## config.mk

```make
export PLATFORM = sky130hd
export DESIGN_NAME = lfm_top
export DESIGN_NICKNAME = d
export VERILOG_FILES = /design/src/hw/lfm_top.v
export VERILOG_INCLUDE_DIRS = /design/src /design/src/pkg
export SDC_FILE = /design/constraint.sdc
export NUM_CORES = 1
export LEC_CHECK = 0
export BUFFER_PORTS_ARGS = -buffer_cell sky130_fd_sc_hd__buf_2
export CORE_UTILIZATION = 30
export DETAILED_ROUTE_END_ITERATION = 10
export GPL_TIMING_DRIVEN = 0
export HOLD_SLACK_MARGIN = 0.05
export SETUP_SLACK_MARGIN = 0.2
export SYNTH_ARGS = -nofsm -noshare
export SYNTH_HDL_FRONTEND = slang
export SYNTH_SLANG_ARGS = --single-unit
```

## constraint.sdc

```tcl
create_clock -name MCLK -period 6.1 [get_ports MCLK]
set_input_delay 1.22 -clock MCLK [delete_from_list [all_inputs] [get_ports MCLK]]
set_output_delay 1.22 -clock MCLK [all_outputs]
set_load 0.005 [all_outputs]
```

## src/pkg/lfm_defs.vh

```
/*
  Shared constants for the loop fail monitor and display block.
  Assumes a 125 MHz controller clock and inclusion by bare name.
*/
`ifndef LFM_DEFS_VH
`define LFM_DEFS_VH

// Register byte offsets
`define LFM_REG_CTRL 4'h0
`define LFM_REG_MEAS0 4'h4
`define LFM_REG_MEAS1 4'h8
`define LFM_REG_STAT 4'hC
// CTRL fields
`define LFM_CTRL_SCREEN_LSB 0
`define LFM_CTRL_PCT_OPT 3
`define LFM_CTRL_TRAIN 4
`define LFM_CTRL_PRESENCE 5
`define LFM_CTRL_SENS_LSB 8
`define LFM_CTRL_SENS0_LSB 8
`define LFM_CTRL_SENS1_LSB 12
`define LFM_CTRL_RST 32'h00000000
// Screens
`define LFM_SCR_NORMAL 3'h0
`define LFM_SCR_PCT 3'h1
`define LFM_SCR_COUNT 3'h2
`define LFM_SCR_TEST 3'h3
`define LFM_SCR_FAILCNT 3'h4
// Limits, change in 1/100 percent units, signed; the count limit is unsigned
`define LFM_STEP_LIMIT 16'sd2500
`define LFM_SENS2_THRESH 16'sd32
`define LFM_CNT_MAX 8'hFF
// Fault codes on the seven segment field
`define LFM_CODE_NONE 2'h0
`define LFM_CODE_LOW 2'h1
`define LFM_CODE_HIGH 2'h2
// Flash timing
`define LFM_CLK_HZ 125000000
`define LFM_ALERT_MS 333
`define LFM_ALERT_CYC (`LFM_CLK_HZ / 1000 * `LFM_ALERT_MS)
`define LFM_FLASH_MS 500
`define LFM_FLASH_CYC (`LFM_CLK_HZ / 1000 * `LFM_FLASH_MS)
`define LFM_ALT_MS 1000
`define LFM_ALT_CYC (`LFM_CLK_HZ / 1000 * `LFM_ALT_MS)

`endif

```

## src/hw/lfm_top.v

```verilog
/*
  Two-channel loop fail supervision, call forcing, alert LED, fault counter
  and display screen selection, with an Avalon-MM register slave.
  Assumes loop measurements and buttons arrive asynchronously from outside.
*/
// The Avalon-MM interface to the registers and the placing of the registers were left to the implementer.
`timescale 1ns/10ps
`default_nettype none
`include "lfm_defs.vh"

module lfm_top
(
  input wire MCLK,
  input wire ARST_N,
  input wire [3:0] AVS_ADDRESS,
  input wire AVS_READ,
  input wire AVS_WRITE,
  input wire [31:0] AVS_WRITEDATA,
  output reg [31:0] AVS_READDATA,
  output wire AVS_WAITREQUEST,
  input wire [1:0] LOOP_SHORT,
  input wire [1:0] LOOP_OPEN,
  input wire [1:0] VEHICLE,
  input wire [1:0] TIMING,
  input wire [1:0] DETECT_CALL,
  input wire MAN_RESET_0,
  input wire MAN_RESET_1,
  input wire BTN_UP,
  input wire BTN_DOWN,
  input wire FUNCTION_STEP_BUTTON,
  input wire DISP_CH,
  output reg [1:0] CALL_OUT,
  output reg [1:0] LED,
  output reg [1:0] LOOP_FAIL_MSG,
  output reg [1:0] FAULT_CODE_0,
  output reg [1:0] FAULT_CODE_1,
  output reg [7:0] BARGRAPH,
  output reg [16:0] SEG_VALUE,
  output reg [2:0] SEG_SEL,
  output reg SEG_BLANK,
  output reg SEG_ALL_ON,
  output reg TEXT_ALL_ON,
  output reg [2:0] SCREEN
);

  localparam [2:0] SEL_NONE = 3'h0;
  localparam [2:0] SEL_PCT = 3'h1;
  localparam [2:0] SEL_CNT_LO = 3'h2;
  localparam [2:0] SEL_CNT_HI = 3'h3;
  localparam [2:0] SEL_FAIL = 3'h4;
  localparam [2:0] SEL_FCNT = 3'h5;

  // Two-flop synchronisers for the fault, vehicle, timing and button pins; DETECT_CALL and DISP_CH are not synchronised
  reg [11:0] sync_a;
  reg [11:0] sync_b;
  always @(posedge MCLK or negedge ARST_N)
  begin
    if (!ARST_N)
    begin
      sync_a <= 12'h000;
      sync_b <= 12'h000;
    end
    else
    begin
      sync_a <= {LOOP_SHORT, LOOP_OPEN, VEHICLE, TIMING, MAN_RESET_1, MAN_RESET_0,
                 BTN_UP | BTN_DOWN, FUNCTION_STEP_BUTTON};
      sync_b <= sync_a;
    end
  end
  wire [1:0] s_short = sync_b[11:10];
  wire [1:0] s_open = sync_b[9:8];
  wire [1:0] s_veh = sync_b[7:6];
  wire [1:0] s_tim = sync_b[5:4];
  wire [1:0] s_mrst = sync_b[3:2];
  wire s_updn = sync_b[1];
  wire s_step = sync_b[0];

  // Registers
  reg [31:0] ctrl;
  reg [31:0] meas0;
  reg [31:0] meas1;
  reg [1:0] meas_new;
  reg ack;
  wire req = AVS_READ | AVS_WRITE;
  assign AVS_WAITREQUEST = req & ~ack;
  wire bus_wr = AVS_WRITE & ack;

  always @(posedge MCLK or negedge ARST_N)
  begin
    if (!ARST_N)
    begin
      ack <= 1'b0;
      ctrl <= `LFM_CTRL_RST;
      meas0 <= 32'h00000000;
      meas1 <= 32'h00000000;
      meas_new <= 2'h0;
    end
    else
    begin
      ack <= req & ~ack;
      meas_new <= 2'h0;
      if (bus_wr && AVS_ADDRESS == `LFM_REG_CTRL)
        ctrl <= AVS_WRITEDATA;
      if (bus_wr && AVS_ADDRESS == `LFM_REG_MEAS0)
      begin
        meas0 <= AVS_WRITEDATA;
        meas_new[0] <= 1'b1;
      end
      if (bus_wr && AVS_ADDRESS == `LFM_REG_MEAS1)
      begin
        meas1 <= AVS_WRITEDATA;
        meas_new[1] <= 1'b1;
      end
    end
  end

  // MEASn: [15:0] signed change since last sample, [31:16] signed change
  // from reference, both in 1/100 percent; negative means vehicle loading.
  function [15:0] absval;
    input [15:0] v;
    begin
      absval = v[15] ? (16'h0000 - v) : v;
    end
  endfunction

  // thresholds double per level, so shifts replace a table
  function [7:0] bars;
    input [15:0] dl;
    input [3:0] sens;
    reg [15:0] mag;
    integer k;
    begin
      mag = dl[15] ? (16'h0000 - dl) : 16'h0000;
      bars = 8'h00;
      // level two sits at 32 hundredths, doubling per lower level
      for (k = 0; k < 8; k = k + 1)
        if (sens >= k[3:0] + 4'h1 &&
            mag >= (16'd32 << ((sens - k[3:0] > 4'h2) ? 4'h0 : (4'h2 - (sens - k[3:0]))))
                   >> ((sens - k[3:0] > 4'h2) ? (sens - k[3:0] - 4'h2) : 4'h0))
          bars[k] = 1'b1;
    end
  endfunction

  // Per-channel fault state
  reg [1:0] fail;
  reg [1:0] fail_low;
  reg [1:0] alert;
  reg [7:0] fail_cnt0;
  reg [7:0] fail_cnt1;
  reg step_d;
  reg updn_d;
  reg [2:0] function_step_button_pos;
  wire [1:0] step_hi;
  wire [1:0] step_lo;
  assign step_hi[0] = ~meas0[15] && meas_new[0] && meas0[15:0] > `LFM_STEP_LIMIT;
  assign step_lo[0] = meas0[15] && meas_new[0] && absval(meas0[15:0]) > `LFM_STEP_LIMIT;
  assign step_hi[1] = ~meas1[15] && meas_new[1] && meas1[15:0] > `LFM_STEP_LIMIT;
  assign step_lo[1] = meas1[15] && meas_new[1] && absval(meas1[15:0]) > `LFM_STEP_LIMIT;
  wire [1:0] new_low = s_short | step_lo;
  wire [1:0] new_high = s_open | step_hi;
  wire [1:0] fault_start = (new_low | new_high) & ~fail;
  wire [1:0] heal = fail & ~s_short & ~s_open & ~step_lo & ~step_hi & meas_new;
  wire clr_req = s_updn & ~updn_d && function_step_button_pos == `LFM_SCR_FAILCNT;

  always @(posedge MCLK or negedge ARST_N)
  begin
    if (!ARST_N)
    begin
      fail <= 2'h0;
      fail_low <= 2'h0;
      alert <= 2'h0;
      fail_cnt0 <= 8'h00;
      fail_cnt1 <= 8'h00;
      step_d <= 1'b0;
      updn_d <= 1'b0;
      function_step_button_pos <= `LFM_SCR_NORMAL;
    end
    else
    begin
      step_d <= s_step;
      updn_d <= s_updn;
      if (s_step && !step_d)
        function_step_button_pos <= (function_step_button_pos == `LFM_SCR_FAILCNT) ? `LFM_SCR_NORMAL : function_step_button_pos + 3'h1;
      // range loss or big step enters fail-safe; code kept while faulty
      fail <= (fail | new_low | new_high) & ~heal & ~s_mrst;
      fail_low <= (fail_low & ~fault_start & fail) | (fault_start & new_low);
      // alert starts on fault, only manual reset or clear ends it
      // clear by count reset; set wins over clear
      alert <= (alert & ~s_mrst & ~({clr_req & DISP_CH, clr_req & ~DISP_CH})) | fault_start;
      // count each failure; saturates; clear loses to a new fault
      // A fault that meets a clear at saturation must still not lose the count
      if (fault_start[0])
      begin
        if (fail_cnt0 != `LFM_CNT_MAX)
          fail_cnt0 <= fail_cnt0 + 8'h01;
      end
      else if (s_mrst[0] || (clr_req && !DISP_CH))
        fail_cnt0 <= 8'h00;
      if (fault_start[1])
      begin
        if (fail_cnt1 != `LFM_CNT_MAX)
          fail_cnt1 <= fail_cnt1 + 8'h01;
      end
      else if (s_mrst[1] || (clr_req && DISP_CH))
        fail_cnt1 <= 8'h00;
    end
  end

  // Flash timers; shared so both channels blink in step
  reg [25:0] alert_tmr;
  reg [25:0] flash_tmr;
  reg [26:0] alt_tmr;
  reg alert_ph;
  reg flash_ph;
  reg alt_ph;
  always @(posedge MCLK or negedge ARST_N)
  begin
    if (!ARST_N)
    begin
      alert_tmr <= 26'h0000000;
      flash_tmr <= 26'h0000000;
      alt_tmr <= 27'h0000000;
      alert_ph <= 1'b0;
      flash_ph <= 1'b0;
      alt_ph <= 1'b0;
    end
    else
    begin
      // half period of a three per second flash
      if (alert_tmr >= (`LFM_ALERT_CYC / 2) - 1)
      begin
        alert_tmr <= 26'h0000000;
        alert_ph <= ~alert_ph;
      end
      else
        alert_tmr <= alert_tmr + 26'h0000001;
      if (flash_tmr >= `LFM_FLASH_CYC - 1)
      begin
        flash_tmr <= 26'h0000000;
        flash_ph <= ~flash_ph;
      end
      else
        flash_tmr <= flash_tmr + 26'h0000001;
      if (alt_tmr >= `LFM_ALT_CYC - 1)
      begin
        alt_tmr <= 27'h0000000;
        alt_ph <= ~alt_ph;
      end
      else
        alt_tmr <= alt_tmr + 27'h0000001;
    end
  end

  // Channel outputs and display
  wire [2:0] scr_sel = ctrl[2:0];
  wire [31:0] cm = DISP_CH ? meas1 : meas0;
  wire [3:0] sens = DISP_CH ? ctrl[15:12] : ctrl[11:8];
  wire veh = DISP_CH ? s_veh[1] : s_veh[0];
  wire tim = DISP_CH ? s_tim[1] : s_tim[0];
  wire cfail = DISP_CH ? fail[1] : fail[0];
  wire clow = DISP_CH ? fail_low[1] : fail_low[0];
  wire [16:0] vcount = {ctrl[31:16], 1'b0};
  // decimal split; counts past 99999 show a third upper digit
  wire [16:0] cnt_div = vcount / 17'h003E8;
  wire [7:0] cnt_hi = cnt_div[7:0];
  wire [16:0] cnt_lo = vcount % 17'h003E8;
  reg [1:0] next_call;
  reg [1:0] next_led;
  reg [7:0] next_bar;
  reg [16:0] next_val;
  reg [2:0] next_sel;
  reg next_blank;
  reg [2:0] next_scr;

  always @*
  begin
    // fail-safe call regardless of presence or pulse mode
    next_call = DETECT_CALL | fail;
    // alert overrides LED even after self-heal
    next_led = (DETECT_CALL & ~alert) | (alert & {alert_ph, alert_ph});
    next_scr = (function_step_button_pos == `LFM_SCR_FAILCNT) ? `LFM_SCR_FAILCNT : scr_sel;
    next_bar = 8'h00;
    next_val = 17'h00000;
    next_sel = SEL_NONE;
    next_blank = 1'b0;
    if (cfail)
      next_sel = SEL_FAIL;
    else
      case (next_scr)
        `LFM_SCR_PCT:
        begin
          // only while detecting and untimed; bargraph stays off
          if (ctrl[`LFM_CTRL_PCT_OPT] && veh && !tim)
          begin
            next_val = {1'b0, absval(cm[31:16])};
            next_sel = SEL_PCT;
          end
          else
            next_bar = veh ? bars(cm[31:16], sens) : 8'h00;
        end
        `LFM_SCR_COUNT:
        begin
          next_bar = veh ? bars(cm[31:16], sens) : 8'h00;
          if (cnt_hi != 8'h00 && alt_ph)
          begin
            next_val = {9'h000, cnt_hi};
            next_sel = SEL_CNT_HI;
          end
          else
          begin
            next_val = cnt_lo;
            next_sel = SEL_CNT_LO;
          end
          next_blank = ctrl[`LFM_CTRL_TRAIN] & flash_ph;
        end
        `LFM_SCR_FAILCNT:
        begin
          next_val = {9'h000, DISP_CH ? fail_cnt1 : fail_cnt0};
          next_sel = SEL_FCNT;
        end
        default:
          next_bar = veh ? bars(cm[31:16], sens) : 8'h00;
      endcase
    // test lights everything, call path above untouched
    if (next_scr == `LFM_SCR_TEST)
    begin
      next_bar = 8'hFF;
      next_blank = 1'b0;
    end
  end

  always @(posedge MCLK or negedge ARST_N)
  begin
    if (!ARST_N)
    begin
      CALL_OUT <= 2'h0;
      LED <= 2'h0;
      LOOP_FAIL_MSG <= 2'h0;
      FAULT_CODE_0 <= `LFM_CODE_NONE;
      FAULT_CODE_1 <= `LFM_CODE_NONE;
      BARGRAPH <= 8'h00;
      SEG_VALUE <= 17'h00000;
      SEG_SEL <= SEL_NONE;
      SEG_BLANK <= 1'b0;
      SEG_ALL_ON <= 1'b0;
      TEXT_ALL_ON <= 1'b0;
      SCREEN <= `LFM_SCR_NORMAL;
      AVS_READDATA <= 32'h00000000;
    end
    else
    begin
      CALL_OUT <= next_call;
      LED <= next_led;
      LOOP_FAIL_MSG <= fail;
      // low for short or negative step, high for open or positive step
      FAULT_CODE_0 <= !fail[0] ? `LFM_CODE_NONE : fail_low[0] ? `LFM_CODE_LOW : `LFM_CODE_HIGH;
      FAULT_CODE_1 <= !fail[1] ? `LFM_CODE_NONE : fail_low[1] ? `LFM_CODE_LOW : `LFM_CODE_HIGH;
      BARGRAPH <= next_bar;
      SEG_VALUE <= next_val;
      SEG_SEL <= next_sel;
      SEG_BLANK <= next_blank;
      SEG_ALL_ON <= next_scr == `LFM_SCR_TEST;
      TEXT_ALL_ON <= next_scr == `LFM_SCR_TEST;
      SCREEN <= next_scr;
      if (AVS_READ && !ack)
        case (AVS_ADDRESS)
          `LFM_REG_CTRL: AVS_READDATA <= ctrl;
          `LFM_REG_MEAS0: AVS_READDATA <= meas0;
          `LFM_REG_MEAS1: AVS_READDATA <= meas1;
          `LFM_REG_STAT: AVS_READDATA <= {fail_cnt1, fail_cnt0, 7'h00, function_step_button_pos,
                                          alert, fail_low, fail};
          default: AVS_READDATA <= 32'h00000000;
        endcase
    end
  end

endmodule
`default_nettype wire

```

## Word level (Yosys, flattened, before mapping)

Index checks and enable logic that the tools add are counted.

- Add/subtract/negate cells: 31
- Eq/ne operators: 12
- Shift-type cells: 16
- Order comparisons: 31
- Multiplexer cells: 68
- Reduce and logical (&&, ||, !) cells: 39
- Bitwise operators: 50
- Div/mod/pow operators: 2

Operators by type and width:

| cell | count |
|---|---|
| $ge A16 B16 Y1 | 8 |
| $pmux W32 S4 | 1 |
| $shl A6 B4 Y16 const A | 8 |
| $shr A16 B4 Y16 | 8 |
| $mux W8 | 11 |
| $mux W16 | 5 |
| $mux W4 | 17 |
| $gt A16 B12 Y1 const B | 4 |
| $add A26 B1 Y26 const B | 2 |
| $mux W26 | 2 |
| $pmux W17 S3 | 1 |
| $sub A1 B16 Y16 const A | 3 |
| $sub A4 B2 Y4 const B | 9 |
| $mux W17 | 2 |
| $gt A4 B2 Y1 const B | 8 |
| $mux W32 | 1 |
| $sub A2 B4 Y4 const A | 8 |
| $and A2 B2 Y2 | 15 |
| $add A27 B1 Y27 const B | 1 |
| $ge A27 B27 Y1 const B | 1 |
| $logic_and A1 B1 Y1 | 27 |
| $mux W27 | 1 |
| $ge A26 B25 Y1 const B | 1 |
| $ge A26 B26 Y1 const B | 1 |
| other kinds (33) | 104 |

- Word-level logic and storage cells: 282
- Input bits: 56
- Output and inout bits: 77
- Bits in registers: 307

## Longest topological paths before layout

- Word-level depth: 14
- Gate-level depth with buffers: 34
- Gate-level depth less buffers: 31

## Worst setup path after synthesis

OpenSTA, ideal clock, no wires.

- Path type: input port to flip-flop
- Start point: in DISP_CH
- End point: reg BARGRAPH[3]
- Cell stages on the path: 34
- Arrival time: 6.627 ns
- Setup time: 0.137 ns
- Slack: -0.664 ns
- Cells stage by stage: clkbuf_1 > clkbuf_1 > mux2_2 > clkbuf_1 > inv_1 > ha_1 > buf_1 > a21oi_1 > xnor2_1 > or3_1 > clkbuf_1 > nor2b_1 > and3_1 > ha_1 > nand2b_1 > a21o_1 > a21o_1 > a21o_1 > a21o_1 > a21o_1 > a21oi_1 > nor2b_1 > o21ai_0 > nand2b_1 > a21oi_1 > nor2b_1 > o21ai_0 > nand2b_1 > a21oi_1 > nor2b_1 > o21ai_0 > nand2b_1 > a21oi_1 > o31ai_1

- Word-level cells in the longest chain between the ends: 14

RTL lines:

| item | line | text |
|---|---|---|
| start, declared | lfm_top.v:31 | `input wire DISP_CH,` |
| $mux W4 | lfm_top.v:257 | `wire [3:0] sens = DISP_CH ? ctrl[15:12] : ctrl[11:8];` |
| $sub A4 B2 Y4 | lfm_top.v:138, lfm_top.v:139 |  |
| $sub A2 B4 Y4 / $gt A4 B2 Y1 (equally long branches) | lfm_top.v:138, lfm_top.v:139 |  |
| $mux W4 | lfm_top.v:138 | `mag >= (16'd32 << ((sens - k[3:0] > 4'h2) ? 4'h0 : (4'h2 - (sens - k[3:0]))))` |
| $shl A6 B4 Y16 | lfm_top.v:138 |  |
| $shr A16 B4 Y16 | lfm_top.v:138 |  |
| $ge A16 B16 Y1 | lfm_top.v:138 |  |
| $logic_and A1 B1 Y1 | lfm_top.v:137 | `if (sens >= k[3:0] + 4'h1 &&` |
| $mux W1 | lfm_top.v:137 |  |
| $mux W8 | lfm_top.v:303 | `next_bar = veh ? bars(cm[31:16], sens) : 8'h00;` |
| $mux W8 | lfm_top.v:293 | `` if (ctrl[`LFM_CTRL_PCT_OPT] && veh && !tim) `` |
| $pmux W8 S2 | lfm_top.v:289 | `case (next_scr)` |
| $mux W8 (*) | lfm_top.v:286 | `if (cfail)` |
| $mux W8 (*) | lfm_top.v:325 | `` if (next_scr == `LFM_SCR_TEST) `` |
| net next_bar[3] | lfm_top.v:269 | `reg [7:0] next_bar;` |
| end signal, assigned | lfm_top.v:358 | `BARGRAPH <= next_bar;` |
| end, declared | lfm_top.v:37 | `output reg [7:0] BARGRAPH,` |

The timed path passes the listed nets; every way through them passes the cells marked *.
A chain may end at the register's enable or synchronous reset.

## Final worst setup path

- Start point: reg ctrl[30]
- End point: reg SEG_VALUE[5]

- Word-level cells in the longest chain between the ends: 6

RTL lines:

| item | line | text |
|---|---|---|
| start, declared | lfm_top.v:79 | `reg [31:0] ctrl;` |
| start signal, assigned | lfm_top.v:93 | `` ctrl <= `LFM_CTRL_RST; `` |
| $div A17 B10 Y17 | lfm_top.v:264 | `wire [16:0] cnt_div = vcount / 17'h003E8;` |
| $reduce_bool A8 Y1 | lfm_top.v:304 | `if (cnt_hi != 8'h00 && alt_ph)` |
| $logic_and A1 B1 Y1 | lfm_top.v:304 |  |
| $mux W17 (*) | lfm_top.v:304 |  |
| $pmux W17 S3 (*) | lfm_top.v:289 |  |
| $mux W17 (*) | lfm_top.v:286 |  |
| net next_val[5] | lfm_top.v:270 | `reg [16:0] next_val;` |
| end signal, assigned | lfm_top.v:359 | `SEG_VALUE <= next_val;` |
| end, declared | lfm_top.v:38 | `output reg [16:0] SEG_VALUE,` |

Marked as above.

==> flow_summary.yaml <==
cells_and_area:
  syn_to_final_growth_pct: 25.6
  drive_above_1_share_pct: 24.7
  fillers: 6827
  multiInputGateArea_sq_um: 13600
  post-route-util_pct: 38.1
  final-seq-area_sq_um: 7680
  design_area_sq_um: 26100
  num-nets-final: 2723
power_and_ir_drop:
  peakVddDrop_mv: 0.213
  p_comb_share_pct: 52.7
  p_sw_w: 0.00442
  switching_share_pct: 41.8
  power.internal_w: 0.00615
  seqPwrFrac_pct: 23.7
  power_w: 0.0106
  leakagePower_nw: 11.2
  powerDensity_nw_per_um2: 405
  clockPowerShare_pct: 23.6
clock_tree:
  clock_path_buffers: 3
  h-tree-depth: 2
  cts_buffers: 38
  clk_latency_ns: 0.59
  cts_root_buf: "clkbuf_16"
  clk_pin_slew_ns: 0.06
  cts_tree: "done"
  clock_sinks: 307
synthesis:
  synth_fa_ha_area_share_pct: 9.97
  synth_common_cells: "dfrtp_1 (307), nor2_1 (238), nand2_1 (221), ha_1 (163), o21ai_0 (119)"
  synth_seq_cells: 307
  syn-cell-area_sq_um: 20800
  synthDistinctLibCells: 108
  synth_top_cell_by_area: "dfrtp_1"
  synthTopCellsByArea: "dfrtp_1 (37%), ha_1 (9.8%), mux2_2 (5.3%)"
  synth_xor_area_share_pct: 6.24
  synth_area_per_cell_sq_um: 9.28
  ys.flop_type: "dfrtp_1"
  synth_simple_gate_area_share_pct: 20.3
  seq_area_frac_synth_pct: 37.0
  netlist_instances: 2236
  yosys_warnings: 0
  yosysMostFrequentCell: "dfrtp_1"
  synth_enable_flop_cells: 0
  synthArstFlopShare_pct: 100
  yosysTopAreaCellShare_pct: 37.0
  synth_compound_area_share_pct: 16.6
  synth_mux_area_share_pct: 7.13
  synth_top_family_by_area: "simple AND/OR/NAND/NOR gates"
critical_path:
  path_cells: "buf_8 -> a41oi_2 -> o2111a_1 -> nor2_4 -> or4_4 -> buf_8 -> a221oi_4 -> nor3_4 -> nand2b_4 -> or3_4 -> a211o_1 -> o211ai_4 -> o21a_4 -> a31oi_4 -> or3_1 -> buf_6 -> or3_4 -> nand3_4 -> xor2_4 -> a21oi_4 -> or4_4 -> and2_4 -> o211ai_4"
  arrival_ns: 6.42
  slowest_stage: "or4_4"
  required_ns: 6.60
  cp_max_fo: 7
  path_class: "flip-flop to flip-flop"
  max_stage_delay_ns: 0.52
  worstSetupStartpointType: "flip-flop"
  crit_buf_inv: 3
  endpoint_kind: "flip-flop"
  rr_startpoint: "ctrl[30]$_DFFE_PN0P_"
  crit_start: "ctrl[30]$_DFFE_PN0P_"
  crit_family: "simple AND/OR/NAND/NOR gates"
drt:
  drcViolationCount: 0
  detail_route.vias_per_cell: 5.29
  wire_per_inst_microns: 19.2
  ant_nets: 0
  first_pass_iters: 5
  route.final.wire_length_mm: 65.8
  via_count: 18072
  drtIter0Drc: 1208
floorplan:
  die_w_microns: 265
  placementRows: 96
  io_pins: 133
  die_area_sq_um: 70200
  core_sq_um: 68500
  die_y_microns: 265
  initial_core_util_pct: 30.3
place:
  io_buffers: 131
  gp_congestion: 0.901
  postPlaceCellArea_sq_um: 22700
  dp_hpwl_mm: 47.7
timing:
  min_period_ns: 5.92
  final-setup-viol-count: 0
  rsz0062_at_grt: "yes"
  finalHoldViolations: 0
  fin_crit_sh_pct: 97.1
  skew_ns: 0.0293
  slew_headroom_pct: 16.7
  fmaxAchievable_mhz: 169
  slew_viol_final: 0
  tns_ns: 0
  worst_pin_slew_ns: 1.23
grt:
  track_usage_pct: 18.3
  met2_usage_pct: 28.5
  grt_pass1_wl_mm: 101
  use_met3_pct: 3.66
  antenna_found_initial: 10
  overflow: 0
  grt_pass1_vias: 17250
  grt_busiest_layer: "met2"
  use_met1_pct: 25.7
  grt_max_degree: 112
run:
  maxCapViolCount: 0
hold_path:
  hold_path_class: "flip-flop to flip-flop"
  min_from: "sync_a[9]$_DFF_PN0_"
status:
  status: "completed"
## kinds of logic (layout without fill, tap and decap cells)
| kind of cell | count (synthesis) | in the layout |
|---|---|---|
| buffers and inverters | 135 | 430 |
| muxes | 134 | 134 |
| and+or+nand+nor | 866 | 866 |
| adders and majority gates | 166 | 166 |
| AOI/OAI and AO/OA | 483 | 483 |
| other | 1 | 5 |
| xor gates and xnor gates | 144 | 144 |
| DFF | 307 | 307 |
## routing by layer
layer | share of wire, % | up-vias
li1 | - | 8632
met1 | 47 | 8814
met2 | 45 | 498
met3 | 6.1 | 112
met4 | 2.3 | 16
met5 | 0.15 | -
## worst register-to-register path, delay by kind of cell (launching register included)
family	cells	cell delay [ns]
xor+xnor	1	0.27
compound gates	9	1.99
flops	1	0.43
buf+inv	3	0.46
simple gates	10	2.69
## through the flow
| step | cells | hold slack, ns | worst slack [ns] |
|---|---|---|---|
| final | 3417 | 0.348 | 0.175 |
| after global routing | 3414 | 0.360 | 0.0238 |
| after CTS | 3359 | 0.350 | 0.148 |
| after detailed placement | 3252 | 0.336 | -1.26 |
| after global placement | 3250 | 0.334 | -2.29 |
| after floorplan | 2237 | 0.331 | 0.173 |
## state kept, by name (all words and copies together) (netlist names), 3 cells and up, named ones only
register and flops:
function_step_button_pos 3, SCREEN 3, alt_tmr 27, sync_b 12, fail_cnt1 8, fail_cnt0 8
ctrl 32, sync_a 12, AVS_READDATA 32, flash_tmr 26, meas0 32, SEG_SEL 3
alert_tmr 26, BARGRAPH 8, meas1 32, SEG_VALUE 17
## final timing paths
check,end,slack [ns],cells after the start
setup / recovery,SEG_VALUE[5]$_DFF_PN0_,0.18,23
setup reg to reg,SEG_VALUE[5]$_DFF_PN0_,0.18,23
hold reg to reg,sync_b[9]$_DFF_PN0_,0.35,0
hold / removal,sync_b[9]$_DFF_PN0_,0.35,0
min in group asynchronous,flash_tmr[24]$_DFF_PN0_,0.64,1
max in group asynchronous,SEG_VALUE[7]$_DFF_PN0_,3.88,3
## layout make-up
class / instances / share of cell area, %
Antenna cell: 3 / 0.0288
Buffer: 101 / 2.46
Clock buffer: 50 / 4.05
Clock inverter: 18 / 1.20
Inverter: 34 / 0.629
Multi-Input combinational cell: 1795 / 52.2
Sequential cell: 307 / 29.5
Tap cell: 882 / 4.23
Timing Repair Buffer: 227 / 5.72
## repair_timing
action | in CTS | in global routing
hold buffers | 0 | 0
resized for setup | 106 | 160
pin swaps | 36 | 78
setup endpoints to repair | 19 | 19
cloned | 0 | 1
setup buffers | 39 | 53
## cell usage in the layout, fill, tap and decap left out, drive strengths merged, types with 6 or more instances in the layout
| master | instances |
|---|---|
| dfrtp | 307 |
| nand3 | 94 |
| buf | 259 |
| o31ai | 20 |
| a22o | 38 |
| ha | 163 |
| or2 | 11 |
| o21a | 14 |
| or3 | 15 |
| o21ai | 128 |
| and3 | 35 |
| nand3b | 10 |
| a211oi | 7 |
| nor2b | 40 |
| bufinv | 6 |
| and2 | 24 |
| o22ai | 6 |
| inv | 32 |
| mux2i | 36 |
| nand2 | 221 |
| a211o | 9 |
| nor2 | 240 |
| a21o | 45 |
| nor4 | 12 |
| clkbuf | 119 |
| a31oi | 17 |
| a221oi | 33 |
| o221ai | 6 |
| o32ai | 8 |
| nor3b | 6 |
| a21oi | 90 |
| clkinv | 9 |
| mux2 | 98 |
| nor3 | 62 |
| xor2 | 74 |
| xnor2 | 70 |
| o2111a | 6 |
| nand4 | 36 |
| o211ai | 12 |
| nand2b | 46 |
## power groups by stage
stage | sequential, W | clock, W | combinational (W)
detailed placement | 0.00253 | 0 | 0.00428
global route | 0.00253 | 0.00262 | 0.00603
CTS | 0.00249 | 0.00255 | 0.00469
finish | 0.00250 | 0.00249 | 0.00557
floorplan | 0.00245 | 0 | 0.00324
global placement | 0.00253 | 0 | 0.00424
Power figures use the tool's default switching activity.
